## src/bcc_pkg.sv

```systemverilog
package bcc_pkg;

	// Byte addresses of the register words.
	localparam logic [7:0] INSTR_OFS = 8'h00;
	localparam logic [7:0] OPND_OFS  = 8'h04;
	localparam logic [7:0] PC_OFS    = 8'h08;
	localparam logic [7:0] CTX_OFS   = 8'h0c;
	localparam logic [7:0] STAT_OFS  = 8'h10;
	localparam logic [7:0] STACK_OFS = 8'h14;

	localparam int              STACK_DEPTH = 12;
	localparam logic [3:0]      STACK_TOP   = 4'hc;
	localparam logic [15:0]     PC_RESET    = 16'h0000;
	localparam logic [15:0]     SHORT_LEN   = 16'h0001;
	localparam logic [15:0]     LONG_LEN    = 16'h0002;
	localparam logic [7:0]      LSB_CLEAR   = 8'hfe;
	localparam logic [7:0]      ALL_ONES    = 8'hff;

	typedef enum logic [2:0] {
		OP_NONE      = 3'b000,
		OP_COND_REL  = 3'b001,
		OP_COND_LONG = 3'b010,
		OP_ROT_MASK  = 3'b011,
		OP_CALL_REL  = 3'b100,
		OP_CALL_LONG = 3'b101,
		OP_CALL_COND = 3'b110,
		OP_JUMP_REL  = 3'b111
	} bcc_op_e;

	// Flag selector codes.
	localparam logic [2:0] SEL_ZERO = 3'b000;
	localparam logic [2:0] SEL_CARRY = 3'b001;
	localparam logic [2:0] SEL_OVFL = 3'b010;
	localparam logic [2:0] SEL_NEG  = 3'b011;
	localparam logic [2:0] SEL_RXB  = 3'b100;
	localparam logic [2:0] SEL_RXF  = 3'b101;
	localparam logic [2:0] SEL_RXW  = 3'b110;
	localparam logic [2:0] SEL_TXQ  = 3'b111;

	typedef struct packed {
		logic [7:0] disp;
		logic [4:0] rsv_a;
		logic [2:0] mask_cnt;
		logic       rsv_b;
		logic [2:0] rot_cnt;
		logic       rsv_c;
		logic [2:0] bit_pos;
		logic       want;
		logic [2:0] flag_sel;
		logic       rsv_d;
		bcc_op_e    op;
	} bcc_instr_s;

	// Context: bank select, global_irq_enable, link_status_reg and alu_flag_reg bits.
	typedef struct packed {
		logic [1:0] bank;
		logic       global_irq_enable;
		logic       tx_queue_full;
		logic       rx_word_ready;
		logic       rx_fault_flag;
		logic       rx_busy_flag;
		logic       neg;
		logic       ovfl;
		logic       carry;
		logic       zero;
	} bcc_ctx_s;

	typedef struct packed {
		logic [15:0] ret_pc;
		bcc_ctx_s    ctx;
	} bcc_frame_s;

	localparam int FRAME_W = $bits(bcc_frame_s);
	localparam int CTX_W   = $bits(bcc_ctx_s);

	typedef struct packed {
		logic [7:0] opnd;
		logic [15:0] target;
	} bcc_opnd_s;

	localparam int OPND_W = $bits(bcc_opnd_s);

	// Register field positions.
	localparam int         PC_W        = 16;
	localparam int         OVF_CLR_BIT = 5;
	localparam logic [3:0] STACK_EMPTY = 4'h0;

endpackage

```

## src/bcc_branch_ctrl.sv

```systemverilog
// Design decisions made here: the APB interface to the registers and the placing of the registers.
`timescale 1ns/1ps

module bcc_branch_ctrl
	import bcc_pkg::*;
(
	// Clock and reset.
	input  wire logic        CLK,
	input  wire logic        RST_N,
	// APB slave.
	input  wire logic        PSEL,
	input  wire logic        PENABLE,
	input  wire logic        PWRITE,
	input  wire logic [7:0]  PADDR,
	input  wire logic [31:0] PWDATA,
	output logic             PREADY,
	output logic [31:0]      PRDATA,
	output logic             PSLVERR,
	// Execution strobe, one cycle after each executed instruction, and the branch result, held until the next.
	output logic             EXEC_DONE,
	output logic             BRANCH_TAKEN
);

	////////////////////////////////////////////////////////////////////////////
	// Helpers.

	function automatic logic pick_flag(input bcc_ctx_s c, input logic [2:0] sel);
		logic f;
		f = 1'b0;
		unique case (sel)
			SEL_ZERO:  f = c.zero;
			SEL_CARRY: f = c.carry;
			SEL_OVFL:  f = c.ovfl;
			SEL_NEG:   f = c.neg;
			SEL_RXB:   f = c.rx_busy_flag;
			SEL_RXF:   f = c.rx_fault_flag;
			SEL_RXW:   f = c.rx_word_ready;
			SEL_TXQ:   f = c.tx_queue_full;
		endcase
		return f;
	endfunction

	function automatic logic [15:0] add_rel(input logic [15:0] pc, input logic [7:0] d);
		return pc + {{8{d[7]}}, d};
	endfunction

	function automatic logic [7:0] rot_right(input logic [7:0] v, input logic [2:0] n);
		logic [15:0] w;
		w = {v, v} >> n;
		return w[7:0];
	endfunction

	function automatic logic is_addr(input logic [7:0] a);
		return (a == INSTR_OFS) || (a == OPND_OFS) || (a == PC_OFS) ||
			(a == CTX_OFS) || (a == STAT_OFS) || (a == STACK_OFS);
	endfunction

	////////////////////////////////////////////////////////////////////////////
	// State.

	bcc_opnd_s   opnd_q;
	logic [15:0] pc_q;
	bcc_ctx_s    ctx_q;
	bcc_frame_s  stack_q [STACK_DEPTH];
	logic [3:0]  sp_q;
	logic        ovf_q;
	logic        taken_q;
	logic        ready_q;
	logic [31:0] rdata_q;
	logic        err_q;
	logic        done_q;

	logic        wr_en;
	logic        rd_en;
	logic        exec;
	bcc_instr_s  ins;

	// Two-cycle access: the first access cycle loads read data, the second completes.
	assign wr_en = PSEL && PENABLE && ready_q && PWRITE;
	assign rd_en = PSEL && PENABLE && !ready_q;
	assign exec  = wr_en && (PADDR == INSTR_OFS);
	assign ins   = bcc_instr_s'(PWDATA);

	////////////////////////////////////////////////////////////////////////////
	// Register write strobes. Each lands only at the edge that completes the
	// access, so a stalled or abandoned transfer never disturbs state.

	logic        wr_pc;
	logic        wr_opnd;
	logic        wr_ctx;
	logic        wr_stat;
	logic        wr_stack;
	logic        stk_full;
	logic        stk_empty;

	assign wr_pc     = wr_en && (PADDR == PC_OFS);
	assign wr_opnd   = wr_en && (PADDR == OPND_OFS);
	assign wr_ctx    = wr_en && (PADDR == CTX_OFS);
	assign wr_stat   = wr_en && (PADDR == STAT_OFS);
	assign wr_stack  = wr_en && (PADDR == STACK_OFS);
	assign stk_full  = (sp_q == STACK_TOP);
	assign stk_empty = (sp_q == STACK_EMPTY);

	////////////////////////////////////////////////////////////////////////////
	// Instruction evaluation. Every opcode is worked out each cycle from the
	// write data; only the exec strobe lets the result reach any register.

	logic        take;
	logic        push;
	logic [15:0] pc_seq;
	logic [15:0] pc_d;
	logic [7:0]  rot_v;
	logic [7:0]  rm_disp;
	logic        flag_hit;
	logic        bit_hit;

	always_comb begin
		flag_hit = (pick_flag(ctx_q, ins.flag_sel) == ins.want);
		bit_hit  = (opnd_q.opnd[ins.bit_pos] == ins.want);
		// The source register copy is rotated here; opnd_q is never written back.
		rot_v    = rot_right(opnd_q.opnd, ins.rot_cnt);
		rm_disp  = rot_v & (ALL_ONES >> ins.mask_cnt) & LSB_CLEAR;
		take     = 1'b0;
		push     = 1'b0;
		pc_seq   = pc_q + SHORT_LEN;
		pc_d     = pc_seq;
		unique case (ins.op)
			OP_NONE: begin
				pc_d = pc_seq;
			end
			OP_COND_REL: begin
				take = flag_hit;
				if (flag_hit) begin
					pc_d = add_rel(pc_seq, ins.disp);
				end
			end
			OP_JUMP_REL: begin
				take = 1'b1;
				pc_d = add_rel(pc_seq, ins.disp);
			end
			OP_COND_LONG: begin
				pc_seq = pc_q + LONG_LEN;
				take   = bit_hit;
				pc_d   = bit_hit ? opnd_q.target : pc_seq;
			end
			OP_ROT_MASK: begin
				take = 1'b1;
				pc_d = add_rel(pc_seq, rm_disp);
			end
			OP_CALL_REL: begin
				take = 1'b1;
				push = 1'b1;
				pc_d = add_rel(pc_seq, ins.disp);
			end
			OP_CALL_LONG: begin
				pc_seq = pc_q + LONG_LEN;
				take   = 1'b1;
				push   = 1'b1;
				pc_d   = opnd_q.target;
			end
			OP_CALL_COND: begin
				pc_seq = pc_q + LONG_LEN;
				take   = bit_hit;
				push   = bit_hit;
				pc_d   = bit_hit ? opnd_q.target : pc_seq;
			end
		endcase
	end

	////////////////////////////////////////////////////////////////////////////
	// Program counter.

	always_ff @(posedge CLK or negedge RST_N) begin
		if (!RST_N) begin
			pc_q <= PC_RESET;
		end else if (exec) begin
			pc_q <= pc_d;
		end else if (wr_pc) begin
			pc_q <= PWDATA[PC_W-1:0];
		end
	end

	////////////////////////////////////////////////////////////////////////////
	// Operand and context. Branches never write the context.

	always_ff @(posedge CLK or negedge RST_N) begin
		if (!RST_N) begin
			opnd_q <= '0;
		end else if (wr_opnd) begin
			opnd_q <= bcc_opnd_s'(PWDATA[OPND_W-1:0]);
		end
	end

	always_ff @(posedge CLK or negedge RST_N) begin
		if (!RST_N) begin
			ctx_q <= '0;
		end else if (wr_ctx) begin
			ctx_q <= bcc_ctx_s'(PWDATA[CTX_W-1:0]);
		end
	end

	////////////////////////////////////////////////////////////////////////////
	// Address stack. A write to the stack word discards the top entry, which is
	// how the return and interrupt logic outside releases a level.

	// No reset here: an entry is only ever read below the pointer, which reset clears.
	always_ff @(posedge CLK) begin
		if (exec && push && !stk_full) begin
			stack_q[sp_q] <= '{ret_pc: pc_seq, ctx: ctx_q};
		end
	end

	always_ff @(posedge CLK or negedge RST_N) begin
		if (!RST_N) begin
			sp_q <= '0;
		end else if (exec && push) begin
			if (!stk_full) begin
				sp_q <= sp_q + 4'h1;
			end
		end else if (wr_stack && !stk_empty) begin
			sp_q <= sp_q - 4'h1;
		end
	end

	// A thirteenth level is dropped and flagged; the push wins over a clear.
	always_ff @(posedge CLK or negedge RST_N) begin
		if (!RST_N) begin
			ovf_q <= 1'b0;
		end else if (exec && push && stk_full) begin
			ovf_q <= 1'b1;
		end else if (wr_stat && PWDATA[OVF_CLR_BIT]) begin
			ovf_q <= 1'b0;
		end
	end

	////////////////////////////////////////////////////////////////////////////
	// Execution status.

	always_ff @(posedge CLK or negedge RST_N) begin
		if (!RST_N) begin
			done_q  <= 1'b0;
			taken_q <= 1'b0;
		end else begin
			done_q <= exec;
			if (exec) begin
				taken_q <= take;
			end
		end
	end

	////////////////////////////////////////////////////////////////////////////
	// APB response. Read data is captured in the first access cycle; nothing
	// can write a register before the access completes, so the word is still
	// current when PREADY rises.

	logic [31:0] rd_mux;
	bcc_frame_s  top_frame;

	always_comb begin
		top_frame = stk_empty ? '0 : stack_q[sp_q - 4'h1];
		rd_mux    = '0;
		unique case (PADDR)
			OPND_OFS:  rd_mux = {8'h00, opnd_q};
			PC_OFS:    rd_mux = {16'h0000, pc_q};
			CTX_OFS:   rd_mux = {{(32-CTX_W){1'b0}}, ctx_q};
			STAT_OFS:  rd_mux = {26'h0, ovf_q, taken_q, sp_q};
			STACK_OFS: rd_mux = {{(32-FRAME_W){1'b0}}, top_frame};
			default:   rd_mux = '0;
		endcase
	end

	always_ff @(posedge CLK or negedge RST_N) begin
		if (!RST_N) begin
			ready_q <= 1'b0;
			rdata_q <= '0;
			err_q   <= 1'b0;
		end else if (rd_en) begin
			ready_q <= 1'b1;
			rdata_q <= PWRITE ? 32'h00000000 : rd_mux;
			err_q   <= !is_addr(PADDR);
		end else begin
			ready_q <= 1'b0;
			err_q   <= 1'b0;
		end
	end

	assign PREADY       = ready_q;
	assign PRDATA       = rdata_q;
	assign PSLVERR      = err_q;
	assign EXEC_DONE    = done_q;
	assign BRANCH_TAKEN = taken_q;

endmodule

```

## config.mk

```make
export PLATFORM = sky130hd
export DESIGN_NAME = bcc_branch_ctrl
export DESIGN_NICKNAME = d
export VERILOG_FILES = /design/src/bcc_pkg.sv /design/src/bcc_branch_ctrl.sv
export SDC_FILE = /design/constraint.sdc
export NUM_CORES = 1
export LEC_CHECK = 0
export BUFFER_PORTS_ARGS = -buffer_cell sky130_fd_sc_hd__buf_2
export CAP_MARGIN = 20
export CORE_ASPECT_RATIO = 2
export CORE_UTILIZATION = 28
export DETAILED_ROUTE_END_ITERATION = 8
export GPL_TIMING_DRIVEN = 0
export PLACE_DENSITY = 0.48
export SYNTH_ARGS = -nofsm -noshare
export SYNTH_HDL_FRONTEND = slang
export SYNTH_SLANG_ARGS = --single-unit
```

## constraint.sdc

```tcl
create_clock -name CLK -period 5.5 [get_ports CLK]
set_input_delay 0 -clock CLK [delete_from_list [all_inputs] [get_ports CLK]]
set_output_delay 0 -clock CLK [all_outputs]
set_load 0.02 [all_outputs]
```

==> flow_summary.toml <==
[sta]
fin_tns_setup_ns = 0
holdWs_ns = 0.0513
rsz0062_at_grt = "no"
finalHoldViolCount = 0
maxSlewViolCount = 0
tightest_slew_ns = 1.12
slew-limit-headroom = 0.250
max_clock_freq_mhz = 218
min_period_over_period = 0.832
skew_ns = 0.0230
finalSetupViolCount = 0
fin_crit_ns = 4.58

[clock_tree]
clock_latency_ns = 0.55
cts_max_level = 2
cts_sinks = 411
cts_tree = "yes"
cts_buffer_depth = 3
cts_buffers = 37
path_clk_slew_ns = 0.08
cts-root-buf = "clkbuf_16"

[global_routing]
grt_max_degree = 64
grt_pass1_vias = 13200
antenna_found_initial = 1
track_usage = 0.178
grt_pass1_wl_mm = 91.2
grt_overflow_total = 0

[drt]
first_iter_violations = 895
wl_mm = 62.6
drc_errors = 0
via_count = 12400
drtAntennaViolNets = 0
avgViaCountPerCell = 5.10
post_drt_wl_per_cell_um = 25.8
first_pass_iters = 5

[yosys]
syn_area_um2 = 19500
ys_seq_area_frac = 0.610
synthArstFlopShare = 0.212
avgSynthCellArea_um2 = 14.7
synth-main-ff-cell = "edfxtp_1"
synth_warnings = 0
synth_edf_count = 324
synthDistinctLibCells = 84
ys_ff_latch = 411
synthCells = 1330

[pwr]
swShare = 0.222
p_per_area_nw_per_um2 = 270
p_leak_nw = 8.38
total_power_w = 0.00622
pwr-share-seq = 0.536
ir_worst_vdd_mv = 0.190
p_comb_frac = 0.044
p_int_w = 0.00484
power_switching_w = 0.00138
p_clk_frac = 0.421

[layout]
finalNonFillerCells = 2429
nNetsFinal = 1583
antenna_cells = 0
fill_cells = 6739
layout-drive-gt1-share = 0.247
layout-area-overhead-vs-synth_pct = 18.2
fin_area_um2 = 23100

[setup_path]
path_max_fanout = 10
critPathArrivalTime_ns = 5.00
start_kind = "register"
critical_path_class = "reg2reg"
critPathRequiredTime_ns = 5.92
end_kind = "register"

[run]
cap_violations = 0

[place]
dp_cells = 2329
gp_congestion = 0.957
io_buffers = 72
place_area_um2 = 21500
hpwlAfterDp_mm = 47.6

[outcome]
status = "finished, final reports clean"

[hold_path]
hold_path_class = "in2reg"

[floorplanning]
coreArea_um2 = 68900
dieArea_um2 = 70800
die_w_um = 189
die_h_um = 375
start_util = 0.283
io_pins = 81
rows = 136
==> final timing paths <==
kind                       cells past startpoint  slack (ns)       start          to
min reg2reg                                    2        0.48   PRDATA[2]   PRDATA[2]
min in group asynchronous                      4        0.54       RST_N    pc_q[15]
max reg2reg                                   12        0.92     sp_q[0]   PRDATA[1]
max                                           12        0.92     sp_q[0]   PRDATA[1]
min                                            3        0.05  PWDATA[13]  opnd_q[13]
max in group asynchronous                      4        4.56       RST_N  PRDATA[24]
==> critical path, cell delays in order (launching register included) <==
cell      delay [ns]
dfrtp_1         0.38
clkbuf_1        0.23
buf_2           0.43
buf_2           0.44
inv_1           0.18
ha_1            0.31
clkbuf_1        0.52
clkbuf_1        0.61
mux4_2          0.41
mux2i_1         0.26
a211oi_1        0.14
a221oi_1        0.38
o21ai_0         0.13
==> power groups by stage <==
stage	Sequential [W]	Combinational (W)	Clock, W
finish	0.00333	0.000273	0.00262
global route	0.00333	0.000291	0.00277
CTS	0.00333	0.000272	0.00268
detailed placement	0.00340	0.000253	0
global placement	0.00340	0.000245	0
floorplan	0.00340	0.000130	0
==> flip-flops by register name (all words and copies together) (netlist names) <==
register      flops
PREADY            1
sp_q              4
ctx_q            11
PRDATA           27
pc_q             16
PSLVERR           1
ovf_q             1
BRANCH_TAKEN      1
stack_q         324
opnd_q           24
EXEC_DONE         1
==> synth_stat cells (9+ instances only) <==
cell / count / area, um2
nor2_1: 72 / 270
clkbuf_1: 50 / 188
edfxtp_1: 324 / 9730
xnor2_1: 42 / 368
a221oi_1: 10 / 87.6
buf_2: 26 / 130
a31oi_1: 11 / 68.8
o21ai_0: 73 / 365
a21oi_1: 34 / 170
mux2_2: 53 / 597
xor2_1: 22 / 193
and3_1: 9 / 56.3
mux2i_1: 43 / 430
dfrtp_1: 87 / 2180
o22ai_1: 14 / 87.6
nand3_1: 17 / 85.1
mux4_2: 88 / 1980
a22o_1: 16 / 140
ha_1: 31 / 388
nor3_1: 22 / 110
inv_1: 23 / 86.3
a22oi_1: 16 / 120
nand4_1: 14 / 87.6
nand2_1: 83 / 312
a211oi_1: 23 / 173
or3_1: 9 / 56.3
==> placed cells by master, fill, tap and decap left out, types with 16 or more instances in the layout <==
master           n
a21oi_1         34
mux2i_1         43
xnor2_1         38
nor3_1          18
inv_1           23
buf_2           97
xor2_1          21
clkbuf_16       38
dlygate4sd3_1   27
a22o_1          16
nand2_1         83
clkbuf_1        56
nor2_1          68
mux4_2          88
edfxtp_1       324
dfrtp_1         87
ha_1            31
a22oi_1         16
mux2_2          53
o21ai_0         73
nand3_1         17
a211oi_1        23
==> final cells by class <==
type | count | area (um2) | share of cell area
plain buffers | 86 | 385 | 0.0167
clock buffers | 48 | 1020 | 0.0440
clock inverters | 18 | 185 | 0.00803
inverters | 24 | 90.1 | 0.00390
multi-input cells | 813 | 7250 | 0.314
flip-flops and latches | 411 | 11900 | 0.516
well taps | 897 | 1120 | 0.0486
repair buffers | 132 | 1110 | 0.0482
==> through the flow <==
step | utilization | worst slack, ns
after global routing | 0.335 | 0.540
after CTS | 0.334 | 0.788
after global placement | 0.305 | -1.13
final | 0.335 | 0.921
after floorplan | - | 1.54
after detailed placement | 0.312 | 0.692
==> per-layer routing <==
layer / vias up / share of wire / track usage
li1: 5544 / - / -
met1: 6349 / 0.34 / 0.173
met2: 372 / 0.56 / 0.354
met3: 128 / 0.029 / 0.0151
met4: 2 / 0.069 / 0.110
met5: - / 0.00018 / 0
==> logic make-up (layout without fill, tap and decap cells) <==
family / count (synthesis) / count (layout) / share of synthesized area
DFF: 411 / 411 / 0.610
and+or+nand+nor: 265 / 265 / 0.0657
AOI/OAI and AO/OA: 258 / 258 / 0.0905
muxes: 187 / 187 / 0.158
buffers and inverters: 110 / 308 / 0.0244
xor gates and xnor gates: 65 / 65 / 0.0295
adders and majority gates: 33 / 33 / 0.0219
other: 1 / 5 / 0.000192
==> what timing repair did <==
action                                  in CTS  in global routing
endpoints found under the hold margin      141                  0
setup buffers                                0                  0
resized for setup                            0                  0
hold buffers                                28                  0
endpoints found under the setup margin       0                  0
Note: power is estimated with default switching activity, not from simulation.
